--- config.mk ---
export PLATFORM = sky130hd
export DESIGN_NAME = ecu_capture
export DESIGN_NICKNAME = d
export VERILOG_FILES = /design/src/rtl/ecu_pkg.sv /design/src/rtl/ecu_capture.sv
export SDC_FILE = /design/constraint.sdc
export NUM_CORES = 1
export LEC_CHECK = 0
export BUFFER_PORTS_ARGS = -buffer_cell sky130_fd_sc_hd__buf_2
export CAP_MARGIN = 20
export CORE_MARGIN = 2
export CORE_UTILIZATION = 56
export CTS_BUF_LIST = sky130_fd_sc_hd__clkbuf_8
export CTS_CLUSTER_SIZE = 30
export DETAILED_ROUTE_END_ITERATION = 8
export PLACE_DENSITY_LB_ADDON = 0.2
export SLEW_MARGIN = 10
export SYNTH_ARGS = -nofsm -noshare
export SYNTH_HDL_FRONTEND = slang
export SYNTH_SLANG_ARGS = --single-unit
--- constraint.sdc ---
create_clock -name i_mclk -period 3.45 [get_ports i_mclk]
set_input_delay 0.345 -clock i_mclk [delete_from_list [all_inputs] [get_ports i_mclk]]
set_output_delay 0.345 -clock i_mclk [all_outputs]
set_load 0.02 [all_outputs]
--- src/rtl/ecu_pkg.sv ---
// Package: register map, field positions and types of the event capture unit
`default_nettype none
package ecu_pkg;
   // Register byte offsets on APB
   localparam logic [7:0] ECU_OFS_TIMER = 8'h00;
   localparam logic [7:0] ECU_OFS_CONFIG = 8'h04;
   localparam logic [7:0] ECU_OFS_RESTART = 8'h08;
   localparam logic [7:0] ECU_OFS_FLAGS = 8'h0C;
   localparam logic [7:0] ECU_OFS_DIVIDER = 8'h10;
   localparam logic [7:0] ECU_OFS_MASK = 8'h14;
   localparam logic [7:0] ECU_OFS_STAMP0 = 8'h20;
   localparam logic [7:0] ECU_STAMP_STRIDE = 8'h04;
   // Configuration field positions, per-channel stride of 4 bits
   localparam int ECU_CFG_START_RISE = 0;
   localparam int ECU_CFG_END_RISE = 1;
   localparam int ECU_CFG_END_DONE = 2;
   localparam int ECU_CFG_FREE_RUN = 3;
   localparam int ECU_CFG_STRIDE = 4;
   // Reset values
   localparam logic [7:0] ECU_CONFIG_RST = 8'h00;
   localparam logic [15:0] ECU_DIVIDER_RST = 16'h0001;
   localparam logic [1:0] ECU_RESTART_RST = 2'h0;
   localparam logic [1:0] ECU_MASK_RST = 2'h3;
   // Capture sequence of one channel
   typedef enum logic [1:0] {ECU_IDLE, ECU_WAIT_A, ECU_WAIT_B, ECU_WAIT_AA} ecu_seq_t;
   // Pin synchroniser of one channel
   typedef struct packed {
      logic s1;
      logic s2;
      logic s3;
      logic level;
   } ecu_sync_t;
   // Whole module state
   typedef struct packed {
      logic [15:0] divider;
      logic [15:0] div_cnt;
      logic [15:0] timer;
      logic [7:0] config_r;
      logic [1:0] restart;
      logic [1:0] flags;
      logic [1:0] mask;
      ecu_sync_t [1:0] sync;
      ecu_seq_t [1:0] seq;
      logic [1:0][2:0][15:0] stamp;
      logic [31:0] prdata;
      logic pready;
      logic pslverr;
      logic irq;
   } ecu_state_t;
endpackage : ecu_pkg
`default_nettype wire

--- src/rtl/ecu_capture.sv ---
// Two-channel event capture timer with APB register slave
//
// Local design decisions: the APB slave port and the register offsets.
`default_nettype none
module ecu_capture
   import ecu_pkg::*;
(
   // Clock and reset
   input wire logic i_mclk,
   input wire logic i_reset,
   // APB slave
   input wire logic i_psel,
   input wire logic i_penable,
   input wire logic i_pwrite,
   input wire logic [7:0] i_paddr,
   input wire logic [31:0] i_pwdata,
   output logic [31:0] o_prdata,
   output logic o_pready,
   output logic o_pslverr,
   // Capture pins and interrupt
   input wire logic [1:0] i_capture_input_pin,
   output logic o_capture_irq
);
   ecu_state_t q; // Registered state
   ecu_state_t d; // Next state
   logic setup; // APB setup phase seen
   logic wr; // Write setup
   logic rd; // Read setup
   logic [1:0] rise; // Synchronised rising edge per channel
   logic [1:0] fall; // Synchronised falling edge per channel
   logic [1:0] ev_a; // Start event per channel
   logic [1:0] ev_b; // End event per channel
   logic [1:0] done; // Completion per channel
   logic [1:0] rearm; // Restart write per channel
   logic [31:0] rdata; // Read mux output
   logic hit; // Address is mapped

   // Bus decode: answer one cycle after setup, in the access phase
   assign setup = i_psel && !i_penable;
   assign wr = setup && i_pwrite;
   assign rd = setup && !i_pwrite;

   // Read multiplexer
   always_comb
   begin
      rdata = 32'h0;
      hit = 1'b1;
      case (i_paddr)
         ECU_OFS_TIMER: rdata = {16'h0, q.timer};
         ECU_OFS_CONFIG: rdata = {24'h0, q.config_r};
         ECU_OFS_RESTART: rdata = {30'h0, q.restart};
         ECU_OFS_FLAGS: rdata = {30'h0, q.flags};
         ECU_OFS_DIVIDER: rdata = {16'h0, q.divider};
         ECU_OFS_MASK: rdata = {30'h0, q.mask};
         default:
         begin
            hit = 1'b0;
            // Stamp block: six words from the stamp base
            for (int c = 0; c < 2; c++)
            begin
               for (int k = 0; k < 3; k++)
               begin
                  if (i_paddr == ECU_OFS_STAMP0 + 8'((c * 3 + k) * 4))
                  begin
                     rdata = {16'h0, q.stamp[c][k]};
                     hit = 1'b1;
                  end
               end
            end
         end
      endcase
   end

   // Next-state logic
   always_comb
   begin
      d = q;
      // Default: answer lines drop after each access phase
      d.pready = setup;
      d.pslverr = setup && !hit;
      d.prdata = rd ? rdata : 32'h0;

      // Divided clock tick advances the shared timer
      if (q.div_cnt + 16'h1 >= q.divider)
      begin
         d.div_cnt = 16'h0;
         d.timer = q.timer + 16'h1;
      end
      else
      begin
         d.div_cnt = q.div_cnt + 16'h1;
      end

      // Per-channel synchroniser, edges and sequence
      for (int c = 0; c < 2; c++)
      begin
         d.sync[c].s1 = i_capture_input_pin[c];
         d.sync[c].s2 = q.sync[c].s1;
         d.sync[c].s3 = q.sync[c].s2;
         // Level changes only when second and third stages agree
         if (q.sync[c].s2 == q.sync[c].s3)
         begin
            d.sync[c].level = q.sync[c].s3;
         end
         rise[c] = (q.sync[c].s2 == q.sync[c].s3) && q.sync[c].s3 && !q.sync[c].level;
         fall[c] = (q.sync[c].s2 == q.sync[c].s3) && !q.sync[c].s3 && q.sync[c].level;
         // Edge polarity selection
         ev_a[c] = q.config_r[c*ECU_CFG_STRIDE+ECU_CFG_START_RISE] ? rise[c] : fall[c];
         ev_b[c] = q.config_r[c*ECU_CFG_STRIDE+ECU_CFG_END_RISE] ? rise[c] : fall[c];
         done[c] = 1'b0;
         rearm[c] = wr && (i_paddr == ECU_OFS_RESTART) && i_pwdata[c];
         case (q.seq[c])
            ECU_IDLE:
            begin
               // Disarmed: events ignored until restart written
               if (rearm[c] || q.restart[c])
               begin
                  d.seq[c] = ECU_WAIT_A;
               end
            end
            ECU_WAIT_A:
            begin
               // Only a start event opens a sequence
               if (ev_a[c])
               begin
                  d.stamp[c][0] = q.timer;
                  d.seq[c] = ECU_WAIT_B;
               end
            end
            ECU_WAIT_B:
            begin
               if (ev_b[c])
               begin
                  d.stamp[c][1] = q.timer;
                  if (q.config_r[c*ECU_CFG_STRIDE+ECU_CFG_END_DONE])
                  begin
                     done[c] = 1'b1;
                  end
                  else
                  begin
                     d.seq[c] = ECU_WAIT_AA;
                  end
               end
            end
            ECU_WAIT_AA:
            begin
               if (ev_a[c])
               begin
                  d.stamp[c][2] = q.timer;
                  done[c] = 1'b1;
               end
            end
            default: d.seq[c] = ECU_IDLE;
         endcase
         if (done[c])
         begin
            if (q.config_r[c*ECU_CFG_STRIDE+ECU_CFG_FREE_RUN])
            begin
               d.seq[c] = ECU_WAIT_A;
            end
            else
            begin
               d.seq[c] = ECU_IDLE;
               d.restart[c] = 1'b0;
            end
         end
      end

      // Register writes
      if (wr)
      begin
         case (i_paddr)
            ECU_OFS_CONFIG: d.config_r = i_pwdata[7:0];
            ECU_OFS_DIVIDER:
            begin
               d.divider = i_pwdata[15:0];
               d.div_cnt = 16'h0;
            end
            ECU_OFS_MASK: d.mask = i_pwdata[1:0];
            default: ;
         endcase
      end
      // Restart bits: a write sets, single-shot completion clears, set wins
      for (int c = 0; c < 2; c++)
      begin
         if (rearm[c])
         begin
            d.restart[c] = 1'b1;
         end
         else if (q.config_r[c*ECU_CFG_STRIDE+ECU_CFG_FREE_RUN] && q.seq[c] != ECU_IDLE)
         begin
            d.restart[c] = 1'b1;
         end
      end

      // Status: read clears, a completion in the same cycle still sets
      if (rd && i_paddr == ECU_OFS_FLAGS)
      begin
         d.flags = 2'h0;
      end
      d.flags = d.flags | done;
      d.irq = |(d.flags & d.mask);
   end

   // State register
   always_ff @(posedge i_mclk)
   begin
      if (i_reset)
      begin
         q <= '0;
         q.divider <= ECU_DIVIDER_RST;
         q.config_r <= ECU_CONFIG_RST;
         q.restart <= ECU_RESTART_RST;
         q.mask <= ECU_MASK_RST;
      end
      else
      begin
         q <= d;
      end
   end

   assign o_prdata = q.prdata;
   assign o_pready = q.pready;
   assign o_pslverr = q.pslverr;
   assign o_capture_irq = q.irq;

   // Assertions
   chk_irq_follows_flags: assert property (@(posedge i_mclk) disable iff (i_reset)
      $rose(q.flags[0]) && q.mask[0] |-> o_capture_irq)
      else $error("irq not raised on channel 0 completion");
   chk_flag_read_clear: assert property (@(posedge i_mclk) disable iff (i_reset)
      rd && i_paddr == ECU_OFS_FLAGS && done == 2'h0 |=> q.flags == 2'h0)
      else $error("status not cleared by read");
   chk_done_sets_flag: assert property (@(posedge i_mclk) disable iff (i_reset)
      done[1] |=> q.flags[1])
      else $error("channel 1 completion not flagged");
   chk_single_shot_idle: assert property (@(posedge i_mclk) disable iff (i_reset)
      done[0] && !q.config_r[ECU_CFG_FREE_RUN] |=> q.seq[0] == ECU_IDLE)
      else $error("single shot channel 0 still armed");
   chk_free_run_rearm: assert property (@(posedge i_mclk) disable iff (i_reset)
      done[1] && q.config_r[ECU_CFG_STRIDE+ECU_CFG_FREE_RUN] |=> q.seq[1] == ECU_WAIT_A)
      else $error("free running channel 1 not rearmed");
   chk_restart_arms: assert property (@(posedge i_mclk) disable iff (i_reset)
      rearm[0] |=> q.restart[0] ##1 q.seq[0] != ECU_IDLE || done[0])
      else $error("restart did not arm channel 0");
   chk_start_stamp: assert property (@(posedge i_mclk) disable iff (i_reset)
      q.seq[0] == ECU_WAIT_A && ev_a[0] |=> q.stamp[0][0] == $past(q.timer) && q.seq[0] == ECU_WAIT_B)
      else $error("start stamp wrong");
   chk_restart_cleared: assert property (@(posedge i_mclk) disable iff (i_reset)
      done[1] && !q.config_r[ECU_CFG_STRIDE+ECU_CFG_FREE_RUN] && !rearm[1] |=> !q.restart[1])
      else $error("restart bit not cleared");
   chk_timer_steps: assert property (@(posedge i_mclk) disable iff (i_reset)
      q.divider == 16'h1 && !wr |=> q.timer == $past(q.timer) + 16'h1)
      else $error("timer did not step");

   // Further checks on timer, bus answer and channel sequencing

   // Between divided ticks the timer keeps its count
   chk_timer_held: assert property (@(posedge i_mclk) disable iff (i_reset)
      q.div_cnt + 16'h1 < q.divider |=> q.timer == $past(q.timer))
      else $error("timer moved between ticks");

   // Timer read returns the count seen at the setup cycle
   chk_timer_read: assert property (@(posedge i_mclk) disable iff (i_reset)
      rd && i_paddr == ECU_OFS_TIMER |=> o_prdata == {16'h0, $past(q.timer)})
      else $error("timer read value wrong");

   // Every setup cycle is answered in the following cycle
   chk_ready_after_setup: assert property (@(posedge i_mclk) disable iff (i_reset)
      setup |=> o_pready)
      else $error("no ready after setup");

   // Ready stands for exactly one cycle
   chk_ready_one_cycle: assert property (@(posedge i_mclk) disable iff (i_reset)
      o_pready |=> !o_pready)
      else $error("ready held too long");

   // Error response only comes with ready
   chk_slverr_with_ready: assert property (@(posedge i_mclk) disable iff (i_reset)
      o_pslverr |-> o_pready)
      else $error("error without ready");

   // Read data is zero outside the access phase
   chk_rdata_idle_zero: assert property (@(posedge i_mclk) disable iff (i_reset)
      !o_pready |-> o_prdata == 32'h0)
      else $error("read data not zero while idle");

   // A configuration write lands in the register
   chk_config_write: assert property (@(posedge i_mclk) disable iff (i_reset)
      wr && i_paddr == ECU_OFS_CONFIG |=> q.config_r == $past(i_pwdata[7:0]))
      else $error("configuration write lost");

   // Channel 0 rising start opens the sequence when selected
   chk_rise_start0: assert property (@(posedge i_mclk) disable iff (i_reset)
      q.seq[0] == ECU_WAIT_A && rise[0] && q.config_r[ECU_CFG_START_RISE]
      |=> q.seq[0] == ECU_WAIT_B)
      else $error("channel 0 rising start missed");

   // Channel 1 falling start opens the sequence when selected
   chk_fall_start1: assert property (@(posedge i_mclk) disable iff (i_reset)
      q.seq[1] == ECU_WAIT_A && fall[1] && !q.config_r[ECU_CFG_STRIDE+ECU_CFG_START_RISE]
      |=> q.seq[1] == ECU_WAIT_B)
      else $error("channel 1 falling start missed");

   // Channel 1 rising end stamps the timer when selected
   chk_end_stamp1: assert property (@(posedge i_mclk) disable iff (i_reset)
      q.seq[1] == ECU_WAIT_B && rise[1] && q.config_r[ECU_CFG_STRIDE+ECU_CFG_END_RISE]
      |=> q.stamp[1][1] == $past(q.timer))
      else $error("channel 1 end stamp wrong");

   // No end stamp is taken before a start event
   chk_no_early_end: assert property (@(posedge i_mclk) disable iff (i_reset)
      q.seq[0] == ECU_WAIT_A |=> q.stamp[0][1] == $past(q.stamp[0][1]))
      else $error("end stamp before start");

   // Second start stamps the timer
   chk_second_stamp0: assert property (@(posedge i_mclk) disable iff (i_reset)
      q.seq[0] == ECU_WAIT_AA && ev_a[0] |=> q.stamp[0][2] == $past(q.timer))
      else $error("second start stamp wrong");

   // Channel 0 completes at its end event when selected
   chk_end_done0: assert property (@(posedge i_mclk) disable iff (i_reset)
      q.seq[0] == ECU_WAIT_B && ev_b[0] && q.config_r[ECU_CFG_END_DONE] |=> q.flags[0])
      else $error("channel 0 end completion missed");

   // Channel 1 waits for a second start when end completion is off
   chk_wait_second1: assert property (@(posedge i_mclk) disable iff (i_reset)
      q.seq[1] == ECU_WAIT_B && ev_b[1] && !q.config_r[ECU_CFG_STRIDE+ECU_CFG_END_DONE]
      |=> q.seq[1] == ECU_WAIT_AA)
      else $error("channel 1 did not wait for second start");

   // Interrupt only while an enabled flag is set
   chk_irq_needs_flag: assert property (@(posedge i_mclk) disable iff (i_reset)
      o_capture_irq |-> (q.flags & q.mask) != 2'h0)
      else $error("interrupt without enabled flag");

   // Channel 0 completion sets its flag
   chk_done_flag0: assert property (@(posedge i_mclk) disable iff (i_reset)
      done[0] |=> q.flags[0])
      else $error("channel 0 completion not flagged");

   // Free-running channel 0 re-arms after completion
   chk_free_rearm0: assert property (@(posedge i_mclk) disable iff (i_reset)
      done[0] && q.config_r[ECU_CFG_FREE_RUN] |=> q.seq[0] == ECU_WAIT_A)
      else $error("free running channel 0 not rearmed");

   // A disarmed channel ignores its pin and keeps its stamps
   chk_idle_ignores1: assert property (@(posedge i_mclk) disable iff (i_reset)
      q.seq[1] == ECU_IDLE && !q.restart[1] && !rearm[1]
      |=> q.seq[1] == ECU_IDLE && q.stamp[1] == $past(q.stamp[1]))
      else $error("disarmed channel 1 reacted");

   // Restart write sets the channel 1 bit
   chk_restart_write1: assert property (@(posedge i_mclk) disable iff (i_reset)
      rearm[1] |=> q.restart[1])
      else $error("restart write lost on channel 1");

   // Free-running channel keeps its restart bit while armed
   chk_free_keeps_bit: assert property (@(posedge i_mclk) disable iff (i_reset)
      q.config_r[ECU_CFG_FREE_RUN] && q.seq[0] != ECU_IDLE |=> q.restart[0])
      else $error("free running restart bit dropped");

   // Single-shot completion clears the channel 0 restart bit
   chk_restart_cleared0: assert property (@(posedge i_mclk) disable iff (i_reset)
      done[0] && !q.config_r[ECU_CFG_FREE_RUN] && !rearm[0] |=> !q.restart[0])
      else $error("channel 0 restart bit not cleared");
endmodule // ecu_capture
`default_nettype wire

# Yosys cells after proc, flatten, opt, wreduce, memory -nomap -nowiden
# Index checks and enable logic that the tools add are counted.
# classes
n_lt_le_gt_ge	1
n_reduce_logical	51
n_addsub	2
mux	54
n_bitwise	3
n_eq_ne	29
# op_table
cell	n
32-bit case mux with 6 select lines	1
32-bit 2-to-1 mux	5
16-bit 2-to-1 mux	4
8-bit by 6-bit equality test with 1-bit output (second input constant)	6
16-bit by 1-bit adder with 16-bit output (second input constant)	2
1-bit 2-to-1 mux	27
2-bit 2-to-1 mux	13
3-bit inequality test (second input constant)	8
2-bit AND reduction	10
1-bit logical AND	18
8-bit by 4-bit equality test with 1-bit output (second input constant)	2
8-bit by 5-bit equality test with 1-bit output (second input constant)	2
16-bit greater-or-equal comparator	1
2-bit case mux with 3 select lines	2
5-bit AND reduction	2
2-bit equality test (second input constant)	4
8-bit by 3-bit equality test with 1-bit output (second input constant)	1
8-bit logical NOT	1
4-bit nonzero test	2
1-bit logical NOT	7
3-bit by 1-bit inequality test with 1-bit output (second input constant)	2
3-bit nonzero test	2
6-bit OR reduction	1
2-bit by 1-bit equality test with 1-bit output (second input constant)	2
9 further kinds	15
# totals
regBits	205
input_bits	47
out_inout_bits	35

# Longest topological paths before layout
# Gate-level depths: netlist of the first run.
# depth
depth_word	10
ltp_mapped	13

# Worst setup path before layout of the first run
# OpenSTA, ideal clock, no wires.
# synth_path
kind	reg2reg
startpoint	register q[175] in the netlist's numbering
endpoint	register q[169] in the netlist's numbering
stages_incl_launch_ff	14
setup_time_ps	123
required_ps	3327
path_slack_ps	430
arrival_time_ps	2897
path_cell_list	dfxtp_1 and4_1 and4_1 nand3_2 nor2_1 xor2_1 ha_1 nand4_1 a211oi_2 o41ai_4 and2_1 buf_6 o32ai_1 mux2_1
# synth_via
elab_chain_cells	2
# synth_lines
element	line	rtl
from (decl)	ecu_capture.sv:24	ecu_state_t q;
16-bit by 1-bit adder with 16-bit output	ecu_capture.sv:84	if (q.div_cnt + 16'h1 >= q.divider)
16-bit greater-or-equal comparator	ecu_capture.sv:84	
# Every way passes these cells.
# A chain may end at the register's enable or synchronous reset.

# Final worst setup path of the first run
# layout_path
startpoint	register q[175] in the netlist's numbering
endpoint	register q[171] in the netlist's numbering
# The elaborated chain is that of the path after synthesis.

==> flow_summary.yaml, run 1 <==
timing:
  period_needed_ns: 3.24
  tightest_slew_ns: 0.957
  relSlewSlack_pct: 36.1
  min_period_over_period_pct: 93.8
  clock_skew_ns: 0.0135
  layout_setup_ws_ns: 0.215
  drv_slew: 0
  hold_viol: 0
  fmax_ghz: 0.309
  finalSetupViolCount: 0
  rsz0062_at_grt: "false"
  setup-tns-final_ns: 0
place:
  place_ws_ns: 0.169
  dp_hpwl_um: 16000
  io_buffers: 49
  gp_congestion: 0.880
routing:
  drtAntennaViolNets: 0
  drc: 0
  wl_um: 23000
  vias: 7639
  drtPass1Iterations: 6
  wl_per_cell_um: 17.3
  vias_per_cell: 5.74
  drtIter0Drc: 658
clock_network:
  clock_latency_ns: 0.47
  cts-root-buf: "clkbuf_8"
  tritoncts: "done"
  clk_pin_slew_worst_paths_ns: 0.09
  clock_sinks: 189
  numCtsBuffers: 17
  clockBufferDepth: 2
  cts_max_level: 4
die:
  pin_count: 82
  coreArea_mm2: 0.0164
  rows: 47
  start_util_pct: 56.7
  fp.dieH_um: 133
  die_w_um: 133
  fp.dieArea_mm2: 0.0177
logic_synthesis:
  ys_seq_area_share_pct: 40.7
  synthCells: 1099
  synth_edf_count: 0
  async_flop_share_pct: 0
  syn_area_mm2: 0.00931
  syn_avg_cell_area_um2: 8.47
  yosys_warnings: 0
  ys_types: 70
  ys.flop_type: "dfxtp_1"
  ys_seq_elements: 189
critical_path:
  cp-end-kind: "flip-flop"
  criticalPathCategory: "flip-flop to flip-flop"
  cp.arrival_ns: 3.59
  required_ns: 3.80
  crit_buf_inv: 0
  critPathMaxFanout: 7
  worst_setup_path_start_kind: "flip-flop"
  crit_family: "simple AND/OR/NAND/NOR gates"
  worstPathCellList: "and4_2, and4_1, nand3_2, nor2_1, xor2_1, ha_1, nand4_1, a211oi_2, o41ai_4, and2_2, o32ai_2, mux2_1"
  cpMaxStageDelayCell: "dfxtp_1"
  critPathMaxStageDelay_ns: 0.41
global_route:
  grt_pass1_vias: 7083
  grt_overflow: 0
  grt_antenna_before_repair: 0
  grtUsageTotal_pct: 26.3
  grt_first_pass_wirelength_um: 37100
  grt_start_max_net_pins: 68
power:
  vdd_drop_max_mv: 0.243
  p_leak_nw: 3.91
  power_density_mw_per_mm2: 407
final_layout:
  layout-drive-gt1-share_pct: 13.6
  final_util_pct: 60.7
  syn_to_final_growth_pct: 7.09
  final_nets: 1178
  insertedDiodeCount: 0
hold_path:
  holdCritPathClass: "primary input to flip-flop"
job:
  drv_cap: 0
status:
  status: "finished clean"
-- metrics by stage --
| stage | total power [mW] | cells | area (µm²) | hold slack, ns |
|---|---|---|---|---|
| floorplan | 2.48 | 1114 | 9360 | 0.414 |
| global placement | 2.56 | 1298 | 9500 | 0.421 |
| detailed placement | 2.56 | 1298 | 9500 | 0.428 |
| CTS | 4.07 | 1329 | 9920 | 0.0859 |
| global route | 4.19 | 1331 | 9960 | 0.0825 |
| finish | 4.05 | 1331 | 9960 | 0.0949 |
-- worst paths after layout --
check                          from      to  slack (ns)  depth (start not counted)
max                          q[175]  q[171]        0.21                         12
min          i_capture_input_pin[0]  d[137]        0.09                          2
max reg2reg                  q[175]  q[171]        0.21                         12
min reg2reg                  d[137]  d[136]        0.44                          1
-- layout by cell type, fill, tap and decap left out, types with 27 or more instances in the layout --
cell type	synthesis	routed
a21oi_1	100	100
nor2_1	102	102
buf_4	33	27
mux2i_1	74	74
nand2_1	131	131
ha_1	32	32
nand3_1	74	74
inv_1	33	35
dfxtp_1	189	189
buf_2	17	48
-- flip-flops by register name, indices dropped and copies added, names as in the netlist --
register       cells
o_prdata          16
o_pready           1
o_pslverr          1
o_capture_irq      1
q                166
d                  4
-- logic make-up after synthesis --
kind of cell	synth area share (%)
simple gates	22.1
compound gates	14.8
flops	40.7
buf+inv	7.49
mux	9.29
fa+ha+maj	4.30
xor+xnor	1.32
other cells	0.0403
-- routing by layer --
layer	vias to the layer above	GRT usage, %	routed length (µm)
met3	35	4.98	1510
met4	0	7.35	333
li1	3779	-	-
met1	3564	36.4	10400
met2	261	42.0	10700
met5	-	0	0
-- cell type report --
class / instances / area (µm²)
clock inverters: 11 / 143
flip-flops and latches: 189 / 3780
inverters: 33 / 124
well taps: 220 / 275
clock buffers: 20 / 275
multi-input cells: 783 / 4920
repair buffers: 75 / 443
fillers: 1472 / 6440
-- synthesized netlist by cell type, types with 5 or more instances --
master	instances	area, µm²
and3_1	7	43.8
ha_1	32	400
a22oi_1	18	135
buf_2	17	85.1
a222oi_1	10	100
nand4_1	11	68.8
mux2i_1	74	741
nor2b_2	8	70.1
nor3_1	8	40.0
o22ai_1	21	131
a31oi_1	5	31.3
o221ai_1	6	52.6
xnor2_1	8	70.1
buf_4	33	248
xor2_1	6	52.6
nor2_1	102	383
nand3_1	74	370
nand2_1	131	492
nand3b_1	9	67.6
nand2b_1	7	43.8
nor2b_1	23	144
dfxtp_1	189	3780
inv_1	33	124
o21ai_0	25	125
and2_1	8	50.1
mux2_2	9	101
clkbuf_1	54	203
a21oi_1	100	500
-- where the power goes --
part,total (mW),switching (mW),internal [mW]
Clock,1.54,0.772,0.767
Combinational,0.293,0.189,0.104
Sequential,2.22,0.0259,2.20
-- repair_timing --
item,CTS,global route
resized for setup,0,6
hold buffers,0,0
setup buffers,0,1
setup endpoints to repair,0,17
No activity file was read; power rests on OpenSTA's default activity.
==> run 2, diff against run 1 <==
--- a/config.mk
+++ b/config.mk
@@ -13,6 +13,7 @@
 export CTS_CLUSTER_SIZE = 30
 export DETAILED_ROUTE_END_ITERATION = 8
 export PLACE_DENSITY_LB_ADDON = 0.2
+export SETUP_SLACK_MARGIN = 0.3
 export SLEW_MARGIN = 10
 export SYNTH_ARGS = -nofsm -noshare
 export SYNTH_HDL_FRONTEND = slang
==> run 2 against run 1 <==
  * Cell count up 0.45%
  * Global-route usage up 0.24 points
  * Clock power about the same
  * Die area unchanged
  * Fmax up 4.3%
  * Combinational power about the same
  * Count of clock-buffer cells in the layout unchanged
  * Power down 0.22%
  * Sequential power about the same
  * Sequential cell count unchanged
  * Non-clock buffer count up 6
  * Critical path type unchanged
==> flow_summary.yaml, run 2 (same netlist as run 1, synthesis figures left out) <==
status:
  status: "finished clean"
routing:
  drtAntennaViolNets: 0
  wl_um: 23100
  drtIter0Drc: 640
  vias: 7705
  drc: 0
  drtPass1Iterations: 6
  wl_per_cell_um: 17.3
  vias_per_cell: 5.76
critical_path:
  worst_setup_path_start_kind: "flip-flop"
  crit_family: "compound AO/OA/AOI/OAI gates"
  r2r_slack_ns: 0.35
  critPathMaxStageDelay_ns: 0.36
  worstPathCellList: "and4_4, and4_4, nand3_4, xnor2_1, ha_1, nand4_1, a211oi_2, o41ai_4, buf_4, a21boi_4, o2111ai_2, mux2_4"
  required_ns: 3.80
  cpMaxStageDelayCell: "dfxtp_2"
  cp.arrival_ns: 3.45
  r2r_cells: 12
  critPathMaxFanout: 7
  path_common_cell: "and4_4"
  criticalPathCategory: "flip-flop to flip-flop"
  worst-path-stages: 12
  crit_buf_inv: 1
  cp-end-kind: "flip-flop"
power:
  p_seq_share_pct: 54.9
  clock_power_share_pct: 37.8
  p_leak_nw: 3.95
  vdd_drop_max_mv: 0.243
  swShare_pct: 24.2
  power_frac_comb_pct: 7.3
  power_density_mw_per_mm2: 402
  power.switching_mw: 0.977
  p_total_mw: 4.04
  internal_power_mw: 3.07
global_route:
  grt_pass1_vias: 7120
  grt_first_pass_wirelength_um: 37400
  grt_antenna_before_repair: 0
  grt_overflow: 0
  grtUsageTotal_pct: 26.5
  grt_start_max_net_pins: 68
timing:
  clock_skew_ns: 0.0134
  setup-tns-final_ns: 0
  tightest_slew_ns: 0.947
  drv_slew: 0
  min_period_over_period_pct: 89.9
  hold_ws_ns: 0.0957
  hold_viol: 0
  fmax_ghz: 0.323
  layout_setup_ws_ns: 0.349
  rsz0062_at_grt: "true"
  finalSetupViolCount: 0
  relSlewSlack_pct: 36.7
  period_needed_ns: 3.10
job:
  drv_cap: 0
clock_network:
  clock_sinks: 189
  cts_max_level: 4
  clk_pin_slew_worst_paths_ns: 0.09
  numCtsBuffers: 17
  cts-root-buf: "clkbuf_8"
  clock_latency_ns: 0.47
  postCtsHoldBufs: 0
  tritoncts: "done"
  clockBufferDepth: 2
die:
  pin_count: 82
  die_w_um: 133
  fp.dieH_um: 133
  coreArea_mm2: 0.0164
  start_util_pct: 56.7
  rows: 47
  fp.dieArea_mm2: 0.0177
place:
  io_buffers: 49
  place_ws_ns: 0.169
  gp_congestion: 0.880
  dp_hpwl_um: 16000
final_layout:
  final_nets: 1184
  insertedDiodeCount: 0
  layout-drive-gt1-share_pct: 15.0
  syn_to_final_growth_pct: 8.20
  final_cell_mix: "dfxtp_1, nand2_1, nor2_1"
  largest_reg_flops: 166
  multiInputGateArea_mm2: 0.00496
  fillers: 1460
  top_register: "q"
  final_util_pct: 61.4
  mostFrequentLayoutCell: "dfxtp_1"
  seq_area_mm2: 0.00379
hold_path:
  holdCritPathClass: "primary input to flip-flop"
  hold_depth: 2
[run 2: cell count changes in the layout (fill, tap and decap cells not counted), sizes merged]
cell,previous run,this run
buf,75,81
[run 2: power groups by stage]
stage | logic, mW | registers [mW] | clock network (mW)
after detailed placement | 0.290 | 2.27 | 0
final | 0.294 | 2.22 | 1.53
after global placement | 0.288 | 2.27 | 0
after global routing | 0.326 | 2.22 | 1.65
after floorplan | 0.224 | 2.26 | 0
after CTS | 0.292 | 2.22 | 1.56
[run 2: area by class of cell]
type / count / share of cell area [%]
Inverter: 33 / 1.23
Tap cell: 220 / 2.73
Sequential cell: 189 / 37.7
Multi-Input combinational cell: 783 / 49.3
Timing Repair Buffer: 81 / 4.92
Clock inverter: 11 / 1.42
Clock buffer: 20 / 2.73
[run 2: routing by layer]
layer	vias up	GRT usage [%]	part of all wire (%)
li1	3795	-	-
met1	3638	36.8	46
met2	242	42.1	47
met3	30	4.98	5.4
met4	0	7.65	1.6
met5	-	0	0
[run 2: final timing paths]
check                                       startpoint  endpoint
worst min-delay path            i_capture_input_pin[0]    d[137]
worst max-delay path                            q[177]    q[161]
worst max register to register                  q[177]    q[161]
worst min register to register                  d[137]    d[136]
[run 2: repair_timing]
action | in CTS | in global routing
gates resized for setup | 7 | 17
endpoints found under the setup margin | 24 | 32
setup buffers | 2 | 5
pin swaps | 4 | 9
gates cloned | 1 | 0
hold endpoints to repair | 0 | 0
[run 2: through the flow]
step | instances | instance area [µm²]
after floorplan | 1114 | 9360
after global placement | 1298 | 9500
after detailed placement | 1298 | 9500
after CTS | 1332 | 9970
after global routing | 1337 | 10100
final | 1337 | 10100
